--- config.mk ---
export PLATFORM = sky130hd
export DESIGN_NAME = ust_timer_bank
export DESIGN_NICKNAME = d
export VERILOG_FILES = /design/src/core/ust_pkg.sv /design/src/core/ust_timer_bank.sv
export SDC_FILE = /design/constraint.sdc
export NUM_CORES = 1
export LEC_CHECK = 0
export BUFFER_PORTS_ARGS = -buffer_cell sky130_fd_sc_hd__buf_4
export CORE_MARGIN = 10
export CORE_UTILIZATION = 45
export CTS_BUF_LIST = sky130_fd_sc_hd__clkbuf_2
export CTS_CLUSTER_SIZE = 16
export DETAILED_ROUTE_END_ITERATION = 16
export MAX_ROUTING_LAYER = met4
export PLACE_DENSITY = 0.72
export SYNTH_ARGS = -nofsm -noshare
export SYNTH_HDL_FRONTEND = slang
export SYNTH_SLANG_ARGS = --single-unit
--- constraint.sdc ---
create_clock -name clock_i -period 3.35 [get_ports clock_i]
set_input_delay 1.005 -clock clock_i [delete_from_list [all_inputs] [get_ports clock_i]]
set_output_delay 1.005 -clock clock_i [all_outputs]
set_load 0.05 [all_outputs]
--- src/core/ust_pkg.sv ---
// Shared constants for the six-timer bank: register offsets, field positions,
// reset values and encodings. Assumes a 16-bit short-I/O slave in front.
package ust_pkg;

  localparam int unsigned NUM_TIMERS = 6;
  localparam int unsigned GROUP_SIZE = 3;
  localparam int unsigned CNT_W      = 16;
  localparam int unsigned NUM_DECADE = 7;

  // Byte offsets inside the decoded window
  localparam logic [6:0] OFS_TMR0       = 7'h00;
  localparam logic [6:0] OFS_TMR1       = 7'h02;
  localparam logic [6:0] OFS_TMR2       = 7'h04;
  localparam logic [6:0] OFS_GRP_A_CTRL = 7'h06;
  localparam logic [6:0] OFS_TMR3       = 7'h08;
  localparam logic [6:0] OFS_TMR4       = 7'h0a;
  localparam logic [6:0] OFS_TMR5       = 7'h0c;
  localparam logic [6:0] OFS_GRP_B_CTRL = 7'h0e;
  localparam logic [6:0] OFS_IRQ        = 7'h10;

  // Configuration byte (high byte of a timer word)
  localparam int unsigned CFG_CLK_LSB   = 0;
  localparam int unsigned CFG_GATE_LSB  = 3;
  localparam int unsigned CFG_IE_BIT    = 5;
  localparam int unsigned CFG_REL_BIT   = 6;
  localparam int unsigned CFG_GSTAT_BIT = 7;
  localparam logic [2:0]  CLK_SEL_OFF   = 3'h0;

  // Group control byte
  localparam int unsigned CTL_BCD_BIT  = 0;
  localparam int unsigned CTL_MODE_LSB = 1;
  localparam int unsigned CTL_RW_LSB   = 4;
  localparam int unsigned CTL_SC_LSB   = 6;
  localparam logic [1:0]  SC_READBACK  = 2'h3;
  localparam int unsigned RB_NCNT_BIT  = 5;
  localparam int unsigned RB_NSTAT_BIT = 4;

  localparam logic [2:0] MODE_EVENT = 3'h0;
  localparam logic [2:0] MODE_ONESHOT = 3'h1;
  localparam logic [2:0] MODE_RATE  = 3'h2;

  typedef enum logic [1:0] {GATE_STOP, GATE_EXT, GATE_RUN, GATE_NEXT100} ust_gate_t;
  typedef enum logic [1:0] {RW_LATCH, RW_LSB, RW_MSB, RW_BOTH} ust_rw_t;

  // Reset values
  localparam logic [6:0]  CFG_RESET   = 7'h00;
  localparam logic [2:0]  MODE_RESET  = 3'h0;
  localparam logic [1:0]  RW_RESET    = 2'h1;
  localparam logic [15:0] CNT_RESET   = 16'h0000;
  localparam logic [7:0]  UNUSED_BYTE = 8'hff;
  localparam logic [15:0] UNUSED_WORD = 16'hffff;

endpackage : ust_pkg

--- src/core/ust_timer_bank.sv ---
// Six 16-bit down-counting timers in two groups of three, with configuration,
// gate selection and interrupt flags, reached over a 16-bit register port.
// Assumes decade ticks and the 100 ms tick are one-cycle pulses on clock_i.

// Functional notes
// RULE_01: Six timers 0..5 in two groups, one shared control register per group.
// RULE_02: Config in high byte, data in low byte; group control low byte at 6, e.
// RULE_03: Unused byte locations inside the window read back as all ones.
// RULE_04: Host programs config, then control, then count, then config again.
// RULE_05: Control write clears the count; 16-bit counts go in as two bytes.
// RULE_06: Clock choice 1 Hz to 1 MHz by decades or stopped; counts on falling edge.
// RULE_07: Gate source is stop, external pin, run, or next 100 ms edge.
// RULE_08: Next-100 ms gate loads the timer at that edge without output pulse.
// RULE_09: Host sets synchronous start between two 100 ms edges, clock stopped first.
// RULE_10: Repeating mode: edge to first rise equals rise-to-rise interval.
// RULE_11: Enabled output rising edge sets the timer's sticky interrupt flag.
// RULE_12: Flag clears only when release bit is written one, then zero.
// RULE_13: Config readback shows the live gate level in a read-only bit.
// RULE_14: Count value zero counts as 65536 periods in every mode.
// RULE_15: Mode 0: output low on control write, high after N+1 clocks.
// RULE_16: Mode 0: gate enables; first of two bytes halts and forces output low.
// RULE_17: Mode 0: count written with gate low still loads; N clocks after gate.
// RULE_18: Mode 1: output high on control write; low N clocks after gate trigger.
// RULE_19: Mode 1: gate fall ignored, retrigger reloads, new count waits for trigger.
// RULE_20: Mode 2: output low one clock when count reaches 1, period N.
// RULE_21: Mode 2: low gate stops and forces output high; rising gate reloads.
// RULE_22: Mode 2: count loads next clock; first low pulse N clocks after write.
// RULE_23: Mode 2 count must be at least two.
// RULE_24: Mode 2 rewritten count loads on trigger, else at end of cycle; the code loads it on the next clock tick instead.
// RULE_25: Control byte: select, access mode, mode number, decimal flag, readback form.
module ust_timer_bank
  import ust_pkg::*;
#(
  parameter logic [7:0] IRQ_ID = 8'h5a  // Arbitrary identification value
) (
  input  wire logic                          clock_i,
  input  wire logic                          rst_n_i,
  input  wire logic                          ce_i,
  input  wire logic                          bus_sel_i,
  input  wire logic                          bus_wr_i,
  input  wire logic [6:0]                    bus_addr_i,
  input  wire logic [1:0]                    bus_be_i,
  input  wire logic [15:0]                   bus_wdata_i,
  output logic      [15:0]                   bus_rdata_o,
  output logic                               bus_ack_o,
  input  wire logic [ust_pkg::NUM_DECADE-1:0] dec_tick_i,
  input  wire logic                          ms100_tick_i,
  input  wire logic [ust_pkg::NUM_TIMERS-1:0] gate_ext_i,
  output logic      [ust_pkg::NUM_TIMERS-1:0] timer_out_o,
  output logic                               irq_o
);

  import ust_pkg::*;

  function automatic logic [2:0] tmr_of(input logic [5:0] w);
    return w[2] ? (3'(w[1:0]) + 3'h3) : 3'(w[1:0]);
  endfunction

  function automatic logic is_timer_word(input logic [5:0] w);
    return (w < 6'h08) && (w[1:0] != 2'h3);
  endfunction

  logic [5:0]  word_w;
  logic        wr_w;
  logic        rd_w;
  logic        ctl_hit_w;
  logic [7:0]  cbyte_w;
  logic [NUM_TIMERS-1:0] cfg_wr_w;
  logic [NUM_TIMERS-1:0] dat_wr_w;
  logic [NUM_TIMERS-1:0] dat_rd_w;
  logic [NUM_TIMERS-1:0] ctl_wr_w;
  logic [NUM_TIMERS-1:0] lat_cmd_w;
  logic [NUM_TIMERS-1:0] st_cmd_w;
  logic [NUM_TIMERS-1:0] gate_w;
  logic [NUM_TIMERS-1:0] tick_w;
  logic [NUM_TIMERS-1:0] fire_w;
  logic [7:0]  rd_byte_w [NUM_TIMERS];

  logic [6:0]  cfg_q   [NUM_TIMERS];
  logic [2:0]  mode_q  [NUM_TIMERS];
  logic [1:0]  rw_q    [NUM_TIMERS];
  logic        bcd_q   [NUM_TIMERS];
  logic [15:0] cnt_q   [NUM_TIMERS];
  logic [15:0] cr_q    [NUM_TIMERS];
  logic [15:0] lat_q   [NUM_TIMERS];
  logic [7:0]  st_q    [NUM_TIMERS];
  logic [NUM_TIMERS-1:0] out_q, oprev_q, gprev_q, fired_q, irq_q, rel_q;
  logic [NUM_TIMERS-1:0] ldp_q, trig_q, run_q, hold_q, null_q;
  logic [NUM_TIMERS-1:0] wmsb_q, rmsb_q, latv_q, stv_q;
  logic        irq_line_q;

  assign word_w    = bus_addr_i[6:1];
  // A request held over its acknowledge edge is one access, not two
  assign wr_w      = ce_i && bus_sel_i && bus_wr_i && !bus_ack_o;
  assign rd_w      = ce_i && bus_sel_i && !bus_wr_i && !bus_ack_o;
  assign ctl_hit_w = wr_w && bus_be_i[0] && (word_w[5:3] == 3'h0) && (word_w[1:0] == 2'h3);
  assign cbyte_w   = bus_wdata_i[7:0];

  // Register decode, one strobe per timer [RULE_01] [RULE_02] [RULE_25]
  always_comb begin
    for (int t = 0; t < NUM_TIMERS; t++) begin
      cfg_wr_w[t]  = wr_w && bus_be_i[1] && is_timer_word(word_w) && (tmr_of(word_w) == 3'(t));
      dat_wr_w[t]  = wr_w && bus_be_i[0] && is_timer_word(word_w) && (tmr_of(word_w) == 3'(t));
      dat_rd_w[t]  = rd_w && bus_be_i[0] && is_timer_word(word_w) && (tmr_of(word_w) == 3'(t));
      ctl_wr_w[t]  = 1'b0;
      lat_cmd_w[t] = 1'b0;
      st_cmd_w[t]  = 1'b0;
      if (ctl_hit_w && (word_w[2] == ((t / GROUP_SIZE) != 0))) begin
        if (cbyte_w[CTL_SC_LSB +: 2] == SC_READBACK) begin
          lat_cmd_w[t] = cbyte_w[1 + (t % GROUP_SIZE)] && !cbyte_w[RB_NCNT_BIT];
          st_cmd_w[t]  = cbyte_w[1 + (t % GROUP_SIZE)] && !cbyte_w[RB_NSTAT_BIT];
        end else if (cbyte_w[CTL_SC_LSB +: 2] == 2'(t % GROUP_SIZE)) begin
          lat_cmd_w[t] = (cbyte_w[CTL_RW_LSB +: 2] == RW_LATCH);
          ctl_wr_w[t]  = (cbyte_w[CTL_RW_LSB +: 2] != RW_LATCH);
        end
      end
    end
  end

  for (genvar t = 0; t < NUM_TIMERS; t++) begin : g_tmr
    logic [2:0] clk_sel;
    logic [1:0] gsrc;
    logic       msb_sel;
    logic [15:0] src;
    assign clk_sel = cfg_q[t][CFG_CLK_LSB +: 3];
    assign gsrc    = cfg_q[t][CFG_GATE_LSB +: 2];
    // Decade ticks mark the falling clock edge; setting zero holds the clock low [RULE_06]
    assign tick_w[t] = ce_i && (clk_sel != CLK_SEL_OFF) && dec_tick_i[clk_sel - 3'h1];
    // Gate source selection [RULE_07]
    assign gate_w[t] = (gsrc == GATE_EXT)  ? gate_ext_i[t] :
                       (gsrc == GATE_RUN)  ? 1'b1 :
                       (gsrc == GATE_NEXT100) ? fired_q[t] : 1'b0;
    assign fire_w[t] = ce_i && ms100_tick_i && (gsrc == GATE_NEXT100) && !fired_q[t];
    assign src     = latv_q[t] ? lat_q[t] : cnt_q[t];
    assign msb_sel = (rw_q[t] == RW_MSB) || ((rw_q[t] == RW_BOTH) && rmsb_q[t]);
    assign rd_byte_w[t] = stv_q[t] ? st_q[t] : (msb_sel ? src[15:8] : src[7:0]);

    // Configuration byte and the one-shot 100 ms arming
    always_ff @(posedge clock_i or negedge rst_n_i) begin
      if (!rst_n_i) begin
        cfg_q[t]   <= CFG_RESET;
        fired_q[t] <= 1'b0;
        gprev_q[t] <= 1'b0;
      end else if (ce_i) begin
        // The sync load already starts a rate timer; its gate rise must not reload it again [RULE_10]
        gprev_q[t] <= gate_w[t] || (fire_w[t] && mode_q[t] != MODE_ONESHOT);
        if (cfg_wr_w[t]) begin
          cfg_q[t]   <= bus_wdata_i[14:8];
          fired_q[t] <= 1'b0;
        end else if (fire_w[t]) begin
          fired_q[t] <= 1'b1;  // [RULE_08]
        end
      end
    end

    // Counter core; later assignments override earlier ones in the same cycle
    always_ff @(posedge clock_i or negedge rst_n_i) begin
      if (!rst_n_i) begin
        mode_q[t] <= MODE_RESET;
        rw_q[t]   <= RW_RESET;
        bcd_q[t]  <= 1'b0;
        cnt_q[t]  <= CNT_RESET;
        cr_q[t]   <= CNT_RESET;
        lat_q[t]  <= CNT_RESET;
        st_q[t]   <= 8'h00;
        {out_q[t], ldp_q[t], trig_q[t], run_q[t], hold_q[t], null_q[t]} <= 6'h00;
        {wmsb_q[t], rmsb_q[t], latv_q[t], stv_q[t]} <= 4'h0;
      end else if (ce_i) begin
        if (ctl_wr_w[t]) begin
          mode_q[t] <= cbyte_w[CTL_MODE_LSB +: 3];
          rw_q[t]   <= cbyte_w[CTL_RW_LSB +: 2];
          bcd_q[t]  <= cbyte_w[CTL_BCD_BIT];
          cnt_q[t]  <= CNT_RESET;  // [RULE_05]
          out_q[t]  <= (cbyte_w[CTL_MODE_LSB +: 3] != MODE_EVENT);  // [RULE_15] [RULE_18] [RULE_20]
          {ldp_q[t], trig_q[t], run_q[t], hold_q[t]} <= 4'h0;
          {wmsb_q[t], rmsb_q[t], latv_q[t], stv_q[t]} <= 4'h0;
          null_q[t] <= 1'b1;
        end else begin
          if (dat_wr_w[t]) begin
            null_q[t] <= 1'b1;
            if (rw_q[t] == RW_BOTH && !wmsb_q[t]) begin
              cr_q[t][7:0] <= cbyte_w;
              wmsb_q[t]    <= 1'b1;
              if (mode_q[t] == MODE_EVENT) begin
                hold_q[t] <= 1'b1;  // [RULE_16]
                out_q[t]  <= 1'b0;
              end
            end else begin
              if (rw_q[t] == RW_BOTH) cr_q[t][15:8] <= cbyte_w;  // [RULE_05]
              else if (rw_q[t] == RW_MSB) cr_q[t] <= {cbyte_w, 8'h00};
              else cr_q[t] <= {8'h00, cbyte_w};
              wmsb_q[t] <= 1'b0;
              hold_q[t] <= 1'b0;
              // Mode 1 keeps the pending value until the next trigger [RULE_19]
              ldp_q[t]  <= (mode_q[t] != MODE_ONESHOT);
            end
          end
          if (gate_w[t] && !gprev_q[t]) trig_q[t] <= 1'b1;
          // Low gate ends a running low pulse at once [RULE_21]
          if (mode_q[t] == MODE_RATE && !gate_w[t] && !out_q[t]) out_q[t] <= 1'b1;
          if (tick_w[t]) begin
            case (mode_q[t])
              MODE_EVENT: begin
                if (ldp_q[t]) begin
                  cnt_q[t] <= cr_q[t];  // First clock loads, no decrement [RULE_15] [RULE_17]
                  ldp_q[t] <= 1'b0;
                  run_q[t] <= 1'b1;
                  null_q[t] <= 1'b0;
                end else if (run_q[t] && gate_w[t] && !hold_q[t]) begin
                  cnt_q[t] <= cnt_q[t] - 16'h0001;  // Zero wraps, giving 65536 [RULE_14]
                  if (cnt_q[t] == 16'h0001) out_q[t] <= 1'b1;  // [RULE_16]
                end
              end
              MODE_ONESHOT: begin
                if (trig_q[t]) begin
                  cnt_q[t]  <= cr_q[t];  // [RULE_18] [RULE_19]
                  trig_q[t] <= 1'b0;
                  run_q[t]  <= 1'b1;
                  out_q[t]  <= 1'b0;
                  null_q[t] <= 1'b0;
                end else if (run_q[t]) begin
                  cnt_q[t] <= cnt_q[t] - 16'h0001;  // [RULE_14]
                  if (cnt_q[t] == 16'h0001) begin
                    out_q[t] <= 1'b1;
                    run_q[t] <= 1'b0;
                  end
                end
              end
              MODE_RATE: begin
                if (ldp_q[t] || trig_q[t]) begin
                  cnt_q[t]  <= cr_q[t];  // [RULE_21] [RULE_22] [RULE_24]
                  ldp_q[t]  <= 1'b0;
                  trig_q[t] <= 1'b0;
                  out_q[t]  <= 1'b1;
                  null_q[t] <= 1'b0;
                end else if (gate_w[t]) begin
                  if (cnt_q[t] == 16'h0002) begin
                    cnt_q[t] <= 16'h0001;
                    out_q[t] <= 1'b0;  // [RULE_20]
                  end else if (cnt_q[t] == 16'h0001) begin
                    cnt_q[t] <= cr_q[t];  // A count of one is not allowed here [RULE_23]
                    out_q[t] <= 1'b1;
                  end else begin
                    cnt_q[t] <= cnt_q[t] - 16'h0001;  // [RULE_14]
                  end
                end
              end
              default: ;  // Other modes are not built: counter idles
            endcase
          end
          // Synchronous start: load at the edge, output untouched [RULE_08] [RULE_10]
          if (fire_w[t]) begin
            cnt_q[t]  <= cr_q[t];
            ldp_q[t]  <= 1'b0;
            trig_q[t] <= 1'b0;
            run_q[t]  <= 1'b1;
            null_q[t] <= 1'b0;
          end
          // First latch wins until it is read back
          if (lat_cmd_w[t] && !latv_q[t]) begin
            lat_q[t]  <= cnt_q[t];
            latv_q[t] <= 1'b1;
          end
          if (st_cmd_w[t] && !stv_q[t]) begin
            st_q[t]  <= {out_q[t], null_q[t], rw_q[t], mode_q[t], bcd_q[t]};  // [RULE_25]
            stv_q[t] <= 1'b1;
          end
          if (dat_rd_w[t]) begin
            if (stv_q[t]) stv_q[t] <= 1'b0;
            else if (rw_q[t] == RW_BOTH) begin
              rmsb_q[t] <= !rmsb_q[t];
              if (rmsb_q[t]) latv_q[t] <= 1'b0;
            end else latv_q[t] <= 1'b0;
          end
        end
      end
    end

    // Sticky interrupt flag; a new event beats a release in the same cycle
    always_ff @(posedge clock_i or negedge rst_n_i) begin
      if (!rst_n_i) begin
        irq_q[t]   <= 1'b0;
        rel_q[t]   <= 1'b0;
        oprev_q[t] <= 1'b0;
      end else if (ce_i) begin
        oprev_q[t] <= out_q[t];
        if (cfg_wr_w[t]) rel_q[t] <= bus_wdata_i[8 + CFG_REL_BIT];
        if (out_q[t] && !oprev_q[t] && cfg_q[t][CFG_IE_BIT]) irq_q[t] <= 1'b1;  // [RULE_11]
        else if (rel_q[t] && cfg_wr_w[t] && !bus_wdata_i[8 + CFG_REL_BIT]) irq_q[t] <= 1'b0;  // [RULE_12]
      end
    end

  end

  // Register read port; every access answers on the next edge
  always_ff @(posedge clock_i or negedge rst_n_i) begin
    if (!rst_n_i) begin
      bus_rdata_o <= UNUSED_WORD;
      bus_ack_o   <= 1'b0;
    end else if (ce_i) begin
      bus_ack_o   <= bus_sel_i && !bus_ack_o;
      bus_rdata_o <= UNUSED_WORD;  // [RULE_03]
      if (rd_w) begin
        if (is_timer_word(word_w)) begin
          bus_rdata_o <= {gate_w[tmr_of(word_w)], cfg_q[tmr_of(word_w)], rd_byte_w[tmr_of(word_w)]};  // [RULE_13]
        end else if ({word_w, 1'b0} == OFS_IRQ) begin
          bus_rdata_o <= {2'h0, irq_q, IRQ_ID};
        end
      end
    end
  end

  always_ff @(posedge clock_i or negedge rst_n_i) begin
    if (!rst_n_i) irq_line_q <= 1'b0;
    else if (ce_i) irq_line_q <= |irq_q;  // [RULE_11]
  end

  assign timer_out_o = out_q;
  assign irq_o       = irq_line_q;
endmodule : ust_timer_bank

==> run summary, run 1 <==
The worst setup path is launched from a register. The hold path endpoint is bcd_q[0]. The detailed router used layers up to and including met4. Before antenna repair, the detailed router went through 9 iterations. The startpoint identified for the worst register-to-register timing path is cfg_q[21]. The final routed DRC violation total came out at 0.

The maximum ir drop on the vdd rail is around 0.3 mV. In this run the count of I/O pins placed on the die edge is a little under 70. The first routing iteration left around 2,800 violations.

The depth of the worst register-to-register path is 10. The highest cell delay on the worst timing path came out at 0.62 ns. The number of flip-flops and latches in the synthesized netlist is roughly 520.

The slack of the critical path came out at a little over 0.1 ns. The cell area after synthesis came out at roughly 30,000 um^2. The total power divided by cell area came out at about 380 nW/um^2. In the final layout, flip-flops and latches occupy approximately 13,000 um^2.

The width of the die is 276 um. In the finished design, the share of the clock period the worst path needs comes to 0.969. The insertion delay of the later-clocked pin in the worst-skew pair came out at around 1.4 ns.

The relative slew slack is 0.295. Counting instances, the worst hold path has a depth of 3. The worst setup path is of the register to output pin kind. The routed wirelength normalized by instance count is approximately 23 um. The maximum number of pins on one net before global-route repair came out at 74. The pin slew with the least headroom to its limit came out at 1.05 ns.

The number of max-slew violations in the final report is 0. After detailed routing, the number of vias per cell comes to 6.14. The count of nets left with antenna violations after detail routing came out at 0. Clock tree synthesis selected as its root buffer the cell sky130_fd_sc_hd__clkbuf_2. The count of buffers inserted at the top-level ports came out at 65. TritonCTS built the clock tree.

Detailed routing placed a total of 41.1 mm of wire on met2. The flip-flop cell with the highest count after synthesis is sky130_fd_sc_hd__dfrtp_1. The number of buffers on the longest clock path is 3. The flow ran to the end, and the final reports show no timing, DRC or antenna violations. The smallest clock period supported by the final layout is computed as 3.25 ns. The critical path goes through buf_4. Data arrives at the worst endpoint at about 2.2 ns. From synthesis to final layout, the design area changed by 13.3%. The final-report setup violation count is 0. The end of the worst register-to-register path is cnt_q[61]. The number of library cell types mapped by synthesis came out at 109. The source of the worst hold timing path is bus_wdata_i[0]. OpenSTA, run right after detailed placement, puts the worst setup slack at -0.0922 ns. The congestion estimate from routability-driven global placement came to 1.04. The via count of the first global-routing pass is between 20,000 and 30,000. Counting tap cells, the placed design contains a total of between 4,000 and 5,000 instances. The worst path required time came out at 2.34 ns. After the flow finishes, the layout carries non-filler instances totaling between 4,000 and 5,000. For the final database, setup skew stands at roughly 0.085 ns. The number of antenna violations at the first check in global routing came to 10. In this run the worst hold path is classified as input port to register.

The post-synthesis cell count came out at around 3,000. In this run the vertical extent of the chip is between 200 and 300 um. The count of fill cells added during filler insertion came out at 5,964. The global-route wire length before repair came out at around 150 mm. The area inside the core boundary came out at 64,600 um^2. The overall track demand over capacity in global routing is 0.261. Summed over all layers, the global routing overflow is 0.

Of the synthesized area, sequential elements account for 0.439. The half-perimeter wire length after placement is just under 70 mm. The share of flip-flops with an asynchronous set or reset after synthesis is 1.00. The maximum net fanout on the critical path came out at 8. The leakage dissipation is between 0.015 and 0.02 uW.

The clock drives about 520 sinks. The total met3 wirelength after detailed routing came out at 9.74 mm. The number of max-cap violations is 0.

The net count after synthesis came out at between 3,000 and 4,000. The number of buffers created by CTS came out at about 140. The synthesized design contains 0 enable-type register cells. The setup TNS after final layout came out at 0 ns.

The routed wire length came out at 96.7 mm. The slowest stage of the critical path is the sky130_fd_sc_hd__dfrtp_1 cell. Derived from the worst setup path, the maximum achievable clock frequency is between 300 and 400 MHz. At the end of the flow, the number of nets in the layout was 3,396. The initial utilization of the core area, before any placement, comes to 0.456. STA classifies the critical path endpoint as an output pin. The register clock-pin slew on the reported worst setup and hold paths came out at 0.11 ns.

The number of H-tree branching levels came out at 4. The area of the die came out at about 76,000 um^2. The hold violation total from the final report is 0. In the final layout, the share of cells above drive strength 1 is 0.248. The number of placement rows is 93. The mean instance size in the synthesized netlist is about 9.6 um^2.

In this design, the largest share of critical-path delay is due to flip-flops. In this run the register-to-register setup slack is ~0.24 ns. Summing over every cut layer, the via total after detailed routing is about 26,000.

The critical path buffer and inverter count is 1. The post-CTS repair timing setup buffer count is 0. The routed metal-1 wire length is 42.6 mm. The number of synthesis warnings is 0. The overall power of the completed layout is 12,500 uW. In the final layout, the multi-input gates occupy around 15,000 um^2.

Setup repair after global routing left no endpoint under its margin.
==> area by class of cell <==
cell class / count / share of cell area
clock inverter: 27 / 0.00472
clock buffer: 221 / 0.0331
antenna: 10 / 0.000750
multi-input combinational: 2284 / 0.462
sequential: 516 / 0.388
tap: 855 / 0.0321
inverter: 83 / 0.00933
timing repair buffer: 292 / 0.0707
==> power by group <==
part	internal [uW]	switching, uW	leakage [uW]
clock	1880	2760	0.00100
sequential	6340	193	0.00693
combinational	505	875	0.00737
total	8720	3830	0.0153
==> kinds of logic (layout without fill, tap and decap cells) <==
group / after synthesis / after routing / synth area share
xor+xnor: 39 / 39 / 0.0116
compound gates: 829 / 829 / 0.190
mux: 284 / 284 / 0.128
simple gates: 1099 / 1099 / 0.179
other cells: 0 / 10 / 0
flops: 516 / 516 / 0.439
fa+ha+maj: 33 / 33 / 0.0140
buf+inv: 270 / 623 / 0.0380
==> state kept, by name, summed over array words and instances (netlist names), 12 cells and up <==
register / cells
mode_q: 18
lat_q: 96
cfg_q: 42
rw_q: 12
st_q: 48
cnt_q: 96
bus_rdata_o: 16
cr_q: 96
==> synth_stat cells (17+ instances only) <==
| master | instances | area, um^2 |
|---|---|---|
| sky130_fd_sc_hd__dfstp_2 | 22 | 578 |
| sky130_fd_sc_hd__a21o_1 | 19 | 143 |
| sky130_fd_sc_hd__xor2_1 | 19 | 166 |
| sky130_fd_sc_hd__inv_1 | 83 | 312 |
| sky130_fd_sc_hd__ha_1 | 33 | 413 |
| sky130_fd_sc_hd__clkbuf_1 | 138 | 518 |
| sky130_fd_sc_hd__a22o_1 | 25 | 219 |
| sky130_fd_sc_hd__a32o_1 | 22 | 220 |
| sky130_fd_sc_hd__dfrtp_1 | 494 | 12400 |
| sky130_fd_sc_hd__buf_2 | 21 | 105 |
| sky130_fd_sc_hd__mux2_2 | 190 | 2140 |
| sky130_fd_sc_hd__nor2_1 | 203 | 762 |
| sky130_fd_sc_hd__a32oi_1 | 17 | 149 |
| sky130_fd_sc_hd__a22oi_1 | 46 | 345 |
| sky130_fd_sc_hd__nor3b_1 | 17 | 128 |
| sky130_fd_sc_hd__a31oi_1 | 26 | 163 |
| sky130_fd_sc_hd__a221oi_1 | 20 | 175 |
| sky130_fd_sc_hd__nand3_1 | 62 | 310 |
| sky130_fd_sc_hd__mux2i_1 | 39 | 390 |
| sky130_fd_sc_hd__a211oi_1 | 19 | 143 |
| sky130_fd_sc_hd__and2_1 | 25 | 156 |
| sky130_fd_sc_hd__xnor2_1 | 20 | 175 |
| sky130_fd_sc_hd__nor4_1 | 26 | 163 |
| sky130_fd_sc_hd__o21ai_0 | 266 | 1330 |
| sky130_fd_sc_hd__nand2_1 | 477 | 1790 |
| sky130_fd_sc_hd__mux4_2 | 54 | 1220 |
| sky130_fd_sc_hd__a21oi_1 | 119 | 596 |
| sky130_fd_sc_hd__o22ai_1 | 25 | 156 |
| sky130_fd_sc_hd__o21a_1 | 18 | 135 |
| sky130_fd_sc_hd__nand4_1 | 22 | 138 |
| sky130_fd_sc_hd__nor3_1 | 91 | 455 |
| sky130_fd_sc_hd__o211ai_1 | 18 | 135 |
| sky130_fd_sc_hd__nand2b_1 | 32 | 200 |
| sky130_fd_sc_hd__o31ai_1 | 21 | 158 |
==> metal layers <==
metal | global-route usage | vias to the layer above
met3 | 0.0698 | 201
li1 | - | 11900
met2 | 0.363 | 1238
met5 | - | -
met4 | 0.102 | 0
met1 | 0.358 | 13000
==> worst register-to-register path, stage by stage (launching register included) <==
cell and delay, ns:
sky130_fd_sc_hd__dfrtp_1 0.36, sky130_fd_sc_hd__inv_1 0.12, sky130_fd_sc_hd__ha_1 0.42, sky130_fd_sc_hd__mux4_2 0.52
sky130_fd_sc_hd__o21a_1 0.18, sky130_fd_sc_hd__a22oi_1 0.25, sky130_fd_sc_hd__buf_4 0.18, sky130_fd_sc_hd__nor3_1 0.07
sky130_fd_sc_hd__o21ai_2 0.24, sky130_fd_sc_hd__nand2b_1 0.39, sky130_fd_sc_hd__o21ai_0 0.19
==> cell usage in the layout, fill, tap and decap left out, types with 46 or more instances in the layout <==
master	n
sky130_fd_sc_hd__dfrtp_1	493
sky130_fd_sc_hd__a22oi_1	46
sky130_fd_sc_hd__o21ai_0	263
sky130_fd_sc_hd__mux2_2	190
sky130_fd_sc_hd__clkbuf_2	221
sky130_fd_sc_hd__nand2_1	477
sky130_fd_sc_hd__a21oi_1	119
sky130_fd_sc_hd__inv_1	83
sky130_fd_sc_hd__nor2_1	203
sky130_fd_sc_hd__buf_4	267
sky130_fd_sc_hd__mux4_2	54
sky130_fd_sc_hd__nor3_1	90
sky130_fd_sc_hd__nand3_1	62
==> metrics by stage <==
step	utilization	hold WS, ns	cell area, um^2
floorplan	-	0.425	29500
global placement	0.495	0.435	31900
detailed placement	0.495	0.446	31900
CTS	0.516	0.00924	33400
global route	0.517	0.103	33400
finish	0.517	0.0865	33400
==> how the worst max path moves through the flow <==
stage,from,to,cells past startpoint
global route,timer_out_o[3],timer_out_o[3],1
floorplan,bus_addr_i[1],timer_out_o[2],10
detailed placement,bus_wdata_i[4],cnt_q[40],8
global placement,bus_addr_i[1],timer_out_o[2],9
finish,timer_out_o[3],timer_out_o[3],1
CTS,timer_out_o[3],timer_out_o[3],1
==> what timing repair did <==
action,CTS,global route
hold buffers,14,0
hold endpoints to repair,146,0
endpoints found under the setup margin,1,0
gates resized for setup,1,0
Note: power is estimated with default switching activity, not from simulation.
==> inputs of run 2 (changes only) <==
- clock period: 3.35 -> 3.26 ns (I/O delays scaled with it)
==> run 2 against run 1 <==
Against the previous run:
- flip-flop and latch count did not move
- worst hold slack improved by 0.070 ns
- sequential power rose by 3%
- die area did not move
- final cell count rose by 1.5%
- critical path depth did not move
- critical path type unchanged
==> run summary, run 2 (same netlist as run 1, synthesis figures left out) <==
The run finished with clean final reports. The part of the cycle the worst path needs is 0.951. The critical path starts at timer_out_o[1]. The number of max-cap violations came out at 0.

The later pin in the worst-skew pair is clocked with a latency of 1.36 ns. The via density per instance is about 6.1. Between clock sinks in the finished design, the worst skew comes to 0.109 ns. The routed wire length came out at a little under 100 mm.

The smallest hold slack came out at around 0.16 ns. Traced cell by cell, the critical path runs through buf_4. The total power divided by cell area came out at 386 nW/um^2. Dividing the detail-routed wire length by the instance count gives 22.5 um. The floorplan has 93 rows. The global-route wire length before repair came out at around 150 mm. STA classifies the critical path startpoint as a register. The routing usage on met1 is 0.358. The maximum net fanout on the critical path is 6. The leakage dissipation came out at 0.0156 uW. The depth of the worst register-to-register path came out at 9. The number of design-rule violations left by the first detailed-router iteration came out at roughly 2,700. The TritonCTS clock tree is done. The overall track demand over capacity in global routing is 0.265.

In this run the worst hold path is classified as input port to register. The number of buffers created by CTS came out at roughly 140. The depth of the worst hold-timing path is 4. The beginning of the worst register-to-register path is cfg_q[21]. The number of max-slew violations in the final report came to 0.

In the final layout, the registers with the most flip-flops are cnt_q (96), cr_q (96), lat_q (96). The path length in cells of the critical path came out at 1. The endpoint of the worst setup timing path is timer_out_o[1]. The first detailed-routing pass ran for 6 iterations. The detail route stage leaves a number of antenna-violating nets equal to 0. The arrival time at the worst endpoint came out at 2.12 ns. The area inside the core boundary came out at between 60,000 and 70,000 um^2.

For this block, the via count after detailed routing is 26,400. By startpoint and endpoint, the worst setup path is classified as register to output pin. In this run the clock root is driven by a sky130_fd_sc_hd__clkbuf_2.

At the placement stage, the worst setup path has a slack of -0.124 ns. In the layout the commonest cells are sky130_fd_sc_hd__dfrtp_1 (491), sky130_fd_sc_hd__nand2_1 (477), sky130_fd_sc_hd__buf_4 (316), sky130_fd_sc_hd__o21ai_0 (263), sky130_fd_sc_hd__clkbuf_2 (215). Setup repair after global routing left no endpoint under its margin.

The final net count is 3,455. The met2 layer usage reported by global route came out at 0.374. The smallest clock period supported by the final layout is computed as 3.10 ns. The count of pins on the block boundary came out at just under 70. The half-perimeter wire length after placement came out at 70.2 mm. The highest clock rate is between 300 and 400 MHz. In this run the critical register-to-register path is captured at cnt_q[58]. On the worst path, the slowest cell contributes a delay of approximately 0.55 ns. The final-report setup violation count is 0. The met3 usage in global routing came out at 0.0711. The final routed DRC violation total came out at 0. Entering global routing, the biggest net connects between 70 and 80 pins. Once placement finished, the instance area stood at between 30,000 and 40,000 um^2.

The share of cells above drive strength 1 came out at 0.261. The number of H-tree branching levels came out at 4. After routing the design area is 34,000 um^2. The number of antenna violations at the first check in global routing was 9.

Across all register-to-register paths, the minimum setup slack is approximately 0.22 ns. The relative slew slack came out at 0.311. The synthesis-to-layout area growth is 15.4%. The slowest stage of the critical path belongs to the cell sky130_fd_sc_hd__dfrtp_1. The floorplan step set the die width to about 280 um. On the critical path the largest part of the delay comes from flip-flops. The utilization of the core after routing came out at 0.526. The count of buffers inserted at the top-level ports is 65. The slack of the critical path is about 0.16 ns. The worst setup path is captured at an output pin. The effective utilization at floorplan came out at 0.456. Clock-pin slew was measured on the worst setup and hold paths at 0.10 ns.

The number of sinks handled by clock tree synthesis came out at just over 500. The pin slew with the least headroom to its limit is ~1 ns. The worst path required time came out at ~2.3 ns. The most common cell after layout, fill and taps aside is sky130_fd_sc_hd__dfrtp_1. The worst-case IR drop observed on VDD is approximately 0.33 mV. The area of the die came out at between 70,000 and 80,000 um^2. The hold violation total from the final report came to 0. The via count of the first global-routing pass came out at between 20,000 and 30,000. The critical path buffer and inverter count came out at 1. The post-CTS repair timing setup buffer count is 0. The most used routing layer in global routing is met2. The number of buffers on the longest clock path is 3. The vertical die dimension came out at between 200 and 300 um.

The overflow left after global routing is 0. The weighted congestion at the end of routability-driven global placement is 0.995.
[run 2: cell count changes in the layout (fill, tap and decap cells not counted), sizes merged]
cell / delta
bufinv: +2
clkinv: +9
dlygate4sd3: +3
buf: +55
clkinvlp: +2
clkbuf: -6
[run 2: metrics by stage]
stage	cells	power, uW	setup TNS [ns]
after floorplan	3070	7570	0
after global placement	4071	8230	-0.559
after detailed placement	4071	8240	-1.90
after CTS	4343	13200	0
after global routing	4351	13800	0
final	4353	13100	0
[run 2: power by group]
group	internal, uW	switching, uW	total (uW)
clock	2070	2880	4950
sequential	6520	189	6700
combinational	544	921	1470
total	9130	3990	13100
[run 2: how the worst min path moves through the flow]
stage	from	end	slack [ns]
final	bus_wdata_i[5]	rw_q[3]	0.16
after global routing	bus_wdata_i[5]	rw_q[3]	0.08
after detailed placement	oprev_q[1]	irq_q[1]	0.44
after CTS	ce_i	gprev_q[3]	0.004
after global placement	oprev_q[4]	irq_q[4]	0.44
after floorplan	oprev_q[4]	irq_q[4]	0.43
[run 2: layout make-up]
class                   instances  area (um^2)
diodes                         10         25.0
clock buffers                 215         1080
clock inverters                40          274
fillers                      5943        30600
inverters                      83          312
multi-input cells            2284        15400
flip-flops and latches        516        12900
well taps                     855         1070
repair buffers                350         2880
[run 2: per-layer routing]
metal / vias up / share of wire
met5: - / 0
met4: 0 / 0.032
met3: 162 / 0.095
met2: 1180 / 0.44
met1: 13000 / 0.44
li1: 12000 / -
[run 2: worst min-delay path, delay by kind of cell]
family	cells	cell delay, ns
buffers and inverters	2	0.35
AND/OR/NAND/NOR	2	0.14
[run 2: what timing repair did]
item / CTS / global route
gates resized for setup: 3 / 0
endpoints found under the setup margin: 3 / 0
hold buffers: 17 / 0
hold endpoints to repair: 261 / 0
